`config.mk`:
```
export PLATFORM = sky130hd
export DESIGN_NAME = msd_decoder
export DESIGN_NICKNAME = d
export VERILOG_FILES = /design/src/design/msd_pkg.sv /design/src/design/msd_decoder.sv
export SDC_FILE = /design/constraint.sdc
export NUM_CORES = 2
export LEC_CHECK = 0
export BUFFER_PORTS_ARGS = -buffer_cell sky130_fd_sc_hd__buf_2
export CORE_ASPECT_RATIO = 0.9
export CORE_MARGIN = 4
export CORE_UTILIZATION = 40
export CTS_BUF_LIST = sky130_fd_sc_hd__clkbuf_2
export DETAILED_ROUTE_END_ITERATION = 8
export GPL_ROUTABILITY_DRIVEN = 0
export REMOVE_ABC_BUFFERS = 1
export SYNTH_ARGS = -nofsm -noshare
export SYNTH_HDL_FRONTEND = slang
export SYNTH_SLANG_ARGS = --single-unit
```
`constraint.sdc`:
```
create_clock -name ref_clk -period 2.5 [get_ports ref_clk]
set_input_delay 0.5 -clock ref_clk [delete_from_list [all_inputs] [get_ports ref_clk]]
set_output_delay 0.5 -clock ref_clk [all_outputs]
set_load 0.01 [all_outputs]
```
`src/design/msd_pkg.sv`:
```
// Constants, field layout and state codes for the memory-space decoder.
// Assumes a single core clock that is also the oscillator the strobe divider counts.
package msd_pkg;
    localparam logic [7:0]  MSD_CTRL_ADDR   = 8'h8e;
    localparam logic [2:0]  MSD_CTRL_RESET  = 3'b010;
    localparam int          MSD_PUMP_BIT    = 2;
    localparam int          MSD_BYPASS_BIT  = 1;
    localparam int          MSD_QUIET_BIT   = 0;
    localparam logic [15:0] MSD_ROM_TOP     = 16'h3fff;
    localparam logic [7:0]  MSD_LOWER_TOP   = 8'h7f;
    localparam logic [15:0] MSD_AUX_TOP     = 16'h00ff;
    localparam int          MSD_AUX_DEPTH   = 256;
    localparam logic [2:0]  MSD_ALE_LAST    = 3'h5;
    localparam logic [1:0]  MSD_DATA_LAST   = 2'h2;
    typedef enum logic [1:0] {
        MSD_IDLE = 2'b00,
        MSD_ADDR = 2'b01,
        MSD_DATA = 2'b11
    } msd_state_t;
endpackage : msd_pkg

```
`src/design/msd_decoder.sv`:
```
// Memory-space decoder: fetch steering, internal data split, move routing, bus cycles.
// Assumes the core holds each request for one cycle and waits on busy/done.
`timescale 1ns/1ps
module msd_decoder
    import msd_pkg::*;
(
    // Clock and reset
    input  wire logic        ref_clk,
    input  wire logic        rst,
    // Strap pin, low forces external fetch
    input  wire logic        ext_fetch_select_n,
    // Instruction fetch request
    input  wire logic        fetch_req,
    input  wire logic [15:0] fetch_addr,
    output logic             fetch_internal_q,
    output logic             fetch_external_q,
    // Internal data access
    input  wire logic        data_req,
    input  wire logic        data_direct,
    input  wire logic        data_stack,
    input  wire logic [7:0]  data_addr,
    output logic             sel_lower_ram_q,
    output logic             sel_upper_ram_q,
    output logic             sel_special_q,
    // External data move request
    input  wire logic        ext_data_move,
    input  wire logic        move_use_pointer,
    input  wire logic        move_write,
    input  wire logic [15:0] move_addr,
    input  wire logic [7:0]  move_wdata,
    input  wire logic        code_table_move,
    input  wire logic [7:0]  high_port_sfr,
    output logic             move_busy_q,
    output logic             move_done_q,
    output logic [7:0]       move_rdata_q,
    // Special register access
    input  wire logic        sfr_wr,
    input  wire logic [7:0]  sfr_addr,
    input  wire logic [7:0]  sfr_wdata,
    output logic [7:0]       sfr_rdata_q,
    // Control bits
    output logic             converter_pump_on_q,
    output logic             aux_ram_bypass_q,
    output logic             latch_strobe_quiet_q,
    // External bus pins
    input  wire logic [7:0]  low_bus_port_in,
    output logic [7:0]       low_bus_port_out_q,
    output logic             low_bus_port_oe_q,
    output logic [7:0]       high_bus_port_q,
    output logic             addr_latch_strobe_q,
    output logic             write_strobe_n_q,
    output logic             read_strobe_n_q
);
    logic        sel_sync1_q, sel_sync2_q, sel_latched_q;
    logic [7:0]  low_sync1_q, low_sync2_q;
    logic [7:0]  aux_mem [MSD_AUX_DEPTH];
    logic [2:0]  ale_div_q;
    logic [1:0]  phase_q;
    msd_state_t  state_q;
    logic        is_aux, is_ext, accept;
    logic        cyc_ptr_q, cyc_write_q;
    logic [15:0] cyc_addr_q;
    logic [7:0]  cyc_wdata_q;
    logic        ctrl_wr;

    // Pin synchronisers; no reset since they only follow the pins
    always_ff @(posedge ref_clk) begin
        sel_sync1_q <= ext_fetch_select_n;
        sel_sync2_q <= sel_sync1_q;
        low_sync1_q <= low_bus_port_in;
        low_sync2_q <= low_sync1_q;
    end

    // Strap is sampled on every edge while reset is held, then frozen
    always_ff @(posedge ref_clk) begin
        if (rst) begin
            sel_latched_q <= sel_sync2_q;
        end
    end

    // Fetch steering
    always_ff @(posedge ref_clk or posedge rst) begin
        if (rst) begin
            fetch_internal_q <= 1'b0;
            fetch_external_q <= 1'b0;
        end else begin
            fetch_internal_q <= fetch_req & sel_latched_q & (fetch_addr <= MSD_ROM_TOP);
            fetch_external_q <= fetch_req & (~sel_latched_q | (fetch_addr > MSD_ROM_TOP));
        end
    end

    // Internal data split; stack traffic is indirect by nature
    always_ff @(posedge ref_clk or posedge rst) begin
        if (rst) begin
            sel_lower_ram_q <= 1'b0;
            sel_upper_ram_q <= 1'b0;
            sel_special_q   <= 1'b0;
        end else begin
            sel_lower_ram_q <= data_req & (data_addr <= MSD_LOWER_TOP);
            sel_upper_ram_q <= data_req & (data_addr > MSD_LOWER_TOP)
                               & (~data_direct | data_stack);
            sel_special_q   <= data_req & (data_addr > MSD_LOWER_TOP)
                               & data_direct & ~data_stack;
        end
    end

    // Control register; reserved bits are not stored and read as zero
    assign ctrl_wr = sfr_wr & (sfr_addr == MSD_CTRL_ADDR);
    always_ff @(posedge ref_clk or posedge rst) begin
        if (rst) begin
            converter_pump_on_q  <= MSD_CTRL_RESET[MSD_PUMP_BIT];
            aux_ram_bypass_q     <= MSD_CTRL_RESET[MSD_BYPASS_BIT];
            latch_strobe_quiet_q <= MSD_CTRL_RESET[MSD_QUIET_BIT];
        end else if (ctrl_wr) begin
            converter_pump_on_q  <= sfr_wdata[MSD_PUMP_BIT];
            aux_ram_bypass_q     <= sfr_wdata[MSD_BYPASS_BIT];
            latch_strobe_quiet_q <= sfr_wdata[MSD_QUIET_BIT];
        end
    end

    // Register read-back
    always_ff @(posedge ref_clk or posedge rst) begin
        if (rst) begin
            sfr_rdata_q <= 8'h00;
        end else if (sfr_addr == MSD_CTRL_ADDR) begin
            sfr_rdata_q <= {5'h00, converter_pump_on_q, aux_ram_bypass_q,
                            latch_strobe_quiet_q};
        end else begin
            sfr_rdata_q <= 8'h00;
        end
    end

    // Move routing; an index move is inside the first page unless aux_ram_bypass_q is set
    assign is_aux = ~aux_ram_bypass_q
                    & (~move_use_pointer | (move_addr <= MSD_AUX_TOP));
    assign is_ext = ~is_aux;
    assign accept = ext_data_move & (state_q == MSD_IDLE);

    // Auxiliary RAM; a single-cycle access that never touches the pins
    always_ff @(posedge ref_clk) begin
        if (accept & is_aux & move_write) begin
            aux_mem[move_addr[7:0]] <= move_wdata;
        end
    end

    // Strobe divider free-runs so the 1/6 rate stays even across bus cycles
    always_ff @(posedge ref_clk or posedge rst) begin
        if (rst) begin
            ale_div_q <= 3'h0;
        end else if (ale_div_q == MSD_ALE_LAST) begin
            ale_div_q <= 3'h0;
        end else begin
            ale_div_q <= ale_div_q + 3'h1;
        end
    end

    // Address strobe: constant rate, or only in move phases when quiet
    always_ff @(posedge ref_clk or posedge rst) begin
        if (rst) begin
            addr_latch_strobe_q <= 1'b0;
        end else begin
            addr_latch_strobe_q <= (~latch_strobe_quiet_q & (ale_div_q == 3'h0))
                                   | (accept & is_ext)
                                   | (latch_strobe_quiet_q & code_table_move
                                      & (ale_div_q == 3'h0));
        end
    end

    // Bus cycle sequencer: address phase, then a three-cycle data phase
    always_ff @(posedge ref_clk or posedge rst) begin
        if (rst) begin
            state_q     <= MSD_IDLE;
            phase_q     <= 2'h0;
            cyc_ptr_q   <= 1'b0;
            cyc_write_q <= 1'b0;
            cyc_addr_q  <= 16'h0000;
            cyc_wdata_q <= 8'h00;
        end else begin
            unique case (state_q)
                MSD_IDLE: begin
                    if (accept & is_ext) begin
                        state_q     <= MSD_ADDR;
                        cyc_ptr_q   <= move_use_pointer;
                        cyc_write_q <= move_write;
                        cyc_addr_q  <= move_addr;
                        cyc_wdata_q <= move_wdata;
                    end
                end
                MSD_ADDR: begin
                    state_q <= MSD_DATA;
                    phase_q <= 2'h0;
                end
                MSD_DATA: begin
                    phase_q <= phase_q + 2'h1;
                    if (phase_q == MSD_DATA_LAST) begin
                        state_q <= MSD_IDLE;
                    end
                end
            endcase
        end
    end

    // Pin drive, registered from the state being entered
    always_ff @(posedge ref_clk or posedge rst) begin
        if (rst) begin
            low_bus_port_out_q <= 8'h00;
            low_bus_port_oe_q  <= 1'b0;
            high_bus_port_q    <= 8'h00;
            write_strobe_n_q   <= 1'b1;
            read_strobe_n_q    <= 1'b1;
        end else if (accept & is_ext) begin
            low_bus_port_out_q <= move_addr[7:0];
            low_bus_port_oe_q  <= 1'b1;
            high_bus_port_q    <= move_use_pointer ? move_addr[15:8] : high_port_sfr;
        end else if ((state_q == MSD_ADDR)
                     | ((state_q == MSD_DATA) & (phase_q != MSD_DATA_LAST))) begin
            low_bus_port_out_q <= cyc_wdata_q;
            low_bus_port_oe_q  <= cyc_write_q;
            write_strobe_n_q   <= ~cyc_write_q;
            read_strobe_n_q    <= cyc_write_q;
            high_bus_port_q    <= cyc_ptr_q ? cyc_addr_q[15:8] : high_port_sfr;
        end else begin
            low_bus_port_oe_q  <= 1'b0;
            write_strobe_n_q   <= 1'b1;
            read_strobe_n_q    <= 1'b1;
            high_bus_port_q    <= high_port_sfr;
        end
    end

    // Completion and read data; external data is taken late for the sync lag
    always_ff @(posedge ref_clk or posedge rst) begin
        if (rst) begin
            move_done_q  <= 1'b0;
            move_busy_q  <= 1'b0;
            move_rdata_q <= 8'h00;
        end else begin
            move_busy_q <= (accept & is_ext) | ((state_q != MSD_IDLE)
                           & ~((state_q == MSD_DATA) & (phase_q == MSD_DATA_LAST)));
            move_done_q <= (accept & is_aux)
                           | ((state_q == MSD_DATA) & (phase_q == MSD_DATA_LAST));
            if (accept & is_aux & ~move_write) begin
                move_rdata_q <= aux_mem[move_addr[7:0]];
            end else if ((state_q == MSD_DATA) & (phase_q == MSD_DATA_LAST) & ~cyc_write_q) begin
                move_rdata_q <= low_sync2_q;
            end
        end
    end

    // Checks
    fetch_split_a: assert property (@(posedge ref_clk) disable iff (rst)
        fetch_req |=> (fetch_internal_q != fetch_external_q))
        else $error("fetch not steered to exactly one memory");
    fetch_low_a: assert property (@(posedge ref_clk) disable iff (rst)
        ~sel_latched_q |-> ~fetch_internal_q)
        else $error("internal fetch with select pin low");
    strap_hold_a: assert property (@(posedge ref_clk) disable iff (rst)
        $stable(sel_latched_q))
        else $error("strap changed after reset");
    lower_map_a: assert property (@(posedge ref_clk) disable iff (rst)
        data_req & (data_addr <= MSD_LOWER_TOP) |=> sel_lower_ram_q & ~sel_upper_ram_q)
        else $error("lower ram not selected");
    direct_sfr_a: assert property (@(posedge ref_clk) disable iff (rst)
        data_req & data_direct & ~data_stack & data_addr[7] |=> sel_special_q
        & ~sel_upper_ram_q)
        else $error("direct high access missed special space");
    indirect_up_a: assert property (@(posedge ref_clk) disable iff (rst)
        data_req & (~data_direct | data_stack) & data_addr[7] |=> sel_upper_ram_q
        & ~sel_special_q)
        else $error("indirect high access missed upper ram");
    aux_quiet_a: assert property (@(posedge ref_clk) disable iff (rst)
        accept & is_aux |=> write_strobe_n_q & read_strobe_n_q & ~low_bus_port_oe_q
        & move_done_q)
        else $error("aux access touched the bus");
    strobe_dir_a: assert property (@(posedge ref_clk) disable iff (rst)
        accept & is_ext & move_write |=> ##1 ~write_strobe_n_q & read_strobe_n_q [*3])
        else $error("write strobe missing");
    ext_done_a: assert property (@(posedge ref_clk) disable iff (rst)
        accept & is_ext |=> ##4 move_done_q)
        else $error("bus cycle length wrong");
    ptr_high_a: assert property (@(posedge ref_clk) disable iff (rst)
        accept & is_ext & move_use_pointer |=> high_bus_port_q == $past(move_addr[15:8]))
        else $error("high byte not on high port");
    ale_rate_a: assert property (@(posedge ref_clk) disable iff (rst)
        ~latch_strobe_quiet_q & addr_latch_strobe_q & ~move_busy_q & ~ext_data_move
        |=> (~addr_latch_strobe_q | move_busy_q) [*4])
        else $error("strobe faster than one in six");
    reset_ctrl_a: assert property (@(posedge ref_clk)
        $fell(rst) |-> aux_ram_bypass_q & ~latch_strobe_quiet_q)
        else $error("control register reset pattern wrong");
    aux_cov_c: cover property (@(posedge ref_clk) disable iff (rst) accept & is_aux);
    ext_rd_c: cover property (@(posedge ref_clk) disable iff (rst)
        accept & is_ext & ~move_write);
    ext_fetch_c: cover property (@(posedge ref_clk) disable iff (rst) fetch_external_q);
    ctrl_wr_c: cover property (@(posedge ref_clk) disable iff (rst) ctrl_wr);
endmodule : msd_decoder

```
==> impl_results.md <==
- #FFs+latches synth: 2133
- Input/output buffers: 106
- Synth warnings: 0
- Post-DP HPWL: 154000 um
- Syn Inst Count: 4061
- Cell Pwr Density: 683 nW/um^2
- Post-Route Setup TNS: -15.38 ns
- 1st-pass router iterations: 5
- Least-Margin Pin Slew: 1.16 ns
- Synthesis-to-layout area growth: 20.9%
- GRT Residual Overflow: 0
- Leakage: 34.8 nW
- Failing checks: negative setup slack
- FF/Latch Area: 63600 um^2
- Syn avg cell area: 20.3 um^2
- Largest net degree at the start of global routing: 93
- Critical Path Sink Type: output port
- Startpoint types: flop
- Ratio of final minimum period to clock period: 120%
- CTS tree: done
- Post-layout min period: 3.01 ns
- Flop2flop setup slack: -0.08 ns
- Count of cell types in the netlist: 72
- Sink Count: 2133
- Max-Cap Viols: 0
- Placement Setup Slack: -1.14 ns
- Ys async rst share: 3.09%
- Unrepaired setup endpoints after global routing: true
- Root Driver: clkbuf_2
- Multi-input logic area: 17500 um^2
- Area share of the largest cell type after synthesis: 74.6%
- Max VDD drop: 0.000459 V
- Routed Antenna Nets: 0
- CTS H-tree lvls: 6
- Psw: 0.0175 W
- Critical-path cell list: buf_6 > buf_6
- Num CTS Buffers: 534
- Net Sw Frac: 25.8%
- Status: finished, violations left
- Layout cell share with drive strength beyond 1: 39.3%
- Max_slew headroom: 23.0%
- Final setup fails: 179
- Die area: 214000 um^2
- Clk Latency, worst-skew pair: 1.75 ns
- Clock share of power: 32.5%
- Routed WL per cell: 27.7 um
- Most frequent cell after synthesis: edfxtp_1
- Final WS setup: -0.509 ns
- Crit-path slowest cell: dfstp_2
- Critical path class: reg2out
- Initial antenna violation count: 13
- Final-report max-slew violation count: 0
- Clock-pin slew on the worst setup and hold paths: 0.13 ns
- Sequential element share of the synthesized area: 77.0%
- Synth Flop Type: edfxtp_1
- Gr usage total: 22.0%
- Top cell family by delay on the critical path: flip-flops
- Final Hold Fails: 0
- Number of remaining DRC errors: 0
- First-pass GRT wire length: 340000 um
- Clock Skew: 0.211 ns
- Vias in the first global route: 48700
- Floorplan row count: 157
- Mapped Area: 82500 um^2
- DR iter-0 viols: 6318
- Crit path DAT: 2.51 ns
- Most common cell on crit path: buf_6
- DR vias/cell: 5.56
- WL final: 237000 um
- Top post-synthesis cells by area: edfxtp_1, mux4_2, mux2i_1
- CP Max Fanout: 2
- Top cells by count, synth: edfxtp_1, mux4_2, nor2_1
- Fill count: 17000
- Clock tree buffer depth: 4
- Max incr delay on CP: 0.56 ns
- HP Class: in2reg
- Core Region: 204000 um^2
- Die width: 487 um
- Int Pwr: 0.0505 W
- FMAX: 332 MHz
- Die height: 439 um
- EDFF count, synth: 2049
- # nets final: 5608
- Starting Density: 40.4%
- Cell taking the most area after synthesis: edfxtp_1
- Total number of vias: 47700
- Critical path buffer and inverter count: 2
- Share of power burned in registers: 58.6%
- Worst endpoint required time: 2.00 ns
- Combinational share of power: 8.9%
- Num ports: 138
-- kinds of logic (layout without fill, tap and decap cells) --
group / count (synthesis) / after routing / share of synthesized area [%]
compound gates: 430 / 430 / 3.56
mux: 625 / 625 / 14.3
other cells: 1 / 14 / 0.00455
simple gates: 619 / 619 / 3.14
flops: 2133 / 2133 / 77.0
buf+inv: 252 / 2044 / 1.96
fa+ha+maj: 1 / 1 / 0.0152
-- path summary, 6_finish.rpt --
| kind | startpoint | to | cells past startpoint |
|---|---|---|---|
| max | aux_ram_bypass_q | aux_ram_bypass_q | 2 |
| min | move_addr[10] | high_bus_port_q[2] | 6 |
| max reg2reg | state_q[1] | aux_mem[97][6] | 10 |
| min reg2reg | low_sync1_q[4] | low_sync2_q[4] | 0 |
| max in group asynchronous | rst | write_strobe_n_q | 7 |
| min in group asynchronous | rst | sfr_rdata_q[0] | 7 |
-- cell type report --
class,instances,area share [%]
sequential,2133,63.7
multi-input combinational,1680,17.6
timing repair buffer,1156,10.9
clock buffer,751,3.77
tap,2703,3.39
clock inverter,127,0.611
inverter,10,0.0376
antenna,9,0.0226
-- routing by layer --
layer  up-vias  share of wire (%)  track usage (%)
li1      19900                  -                -
met1     24700                 42             31.8
met2      2645                 46             33.1
met3       413                9.8             5.36
met4         0                2.8             7.17
met5         -                  0                0
-- power groups by stage --
stage	Clock [W]	Combinational, W	Sequential, W
finish	0.0221	0.00605	0.0399
global route	0.0249	0.00632	0.0399
CTS	0.0228	0.00582	0.0398
detailed placement	0	0.00536	0.0406
global placement	0	0.00531	0.0406
floorplan	0	0.00185	0.0406
-- metrics by stage --
| step | instance area, um^2 | cells | hold WS [ns] | power [W] | util [%] |
|---|---|---|---|---|---|
| floorplan | 80900 | 3823 | 0.310 | 0.0425 | - |
| global placement | 93000 | 7496 | 0.312 | 0.0459 | 45.5 |
| detailed placement | 93000 | 7496 | 0.313 | 0.0460 | 45.5 |
| CTS | 99500 | 8551 | 0.00146 | 0.0684 | 48.7 |
| global route | 99700 | 8568 | 0.0648 | 0.0711 | 48.8 |
| finish | 99700 | 8569 | 0.242 | 0.0681 | 48.8 |
-- worst min-delay path, cell delays in order --
cell           delay, ns
dlygate4sd3_1       0.52
buf_2               0.09
dlygate4sd3_1       0.57
buf_4               0.12
a32oi_1             0.10
nand2_1             0.06
-- cells in the final DEF (no fill, tap or decap), drive strengths merged, types with 9 or more instances in the layout --
cell         instances
and2                 9
dfxtp               18
dfrtp               63
nor2b               16
mux2i              159
a31oi                9
o21ai               51
a22oi              101
mux2                30
buf                984
edfxtp            2049
a21oi               69
a32oi                9
o22ai              103
clkbuf             758
nand3               36
dlygate4sd3        165
a221oi              24
nor2               342
clkinv             105
mux4               436
nand2              164
diode                9
nor4                19
inv                 27
-- state kept, by name, indices dropped and copies added (netlist names), 2 cells and up --
register / flops
low_sync2_q: 8
sfr_rdata_q: 3
low_sync1_q: 8
aux_mem: 2048
move_rdata_q: 8
state_q: 2
low_bus_port_out_q: 8
cyc_addr_q: 8
ale_div_q: 3
cyc_wdata_q: 8
phase_q: 2
high_bus_port_q: 8
-- repair_timing --
action | in CTS | in global routing
resized for setup | 50 | 33
hold endpoints to repair | 4213 | 2
gates cloned | 0 | 0
setup endpoints to repair | 225 | 449
pin swaps | 2 | 2
setup buffers | 7 | 7
hold buffers | 171 | 3
(Power assumes the default switching activity.)
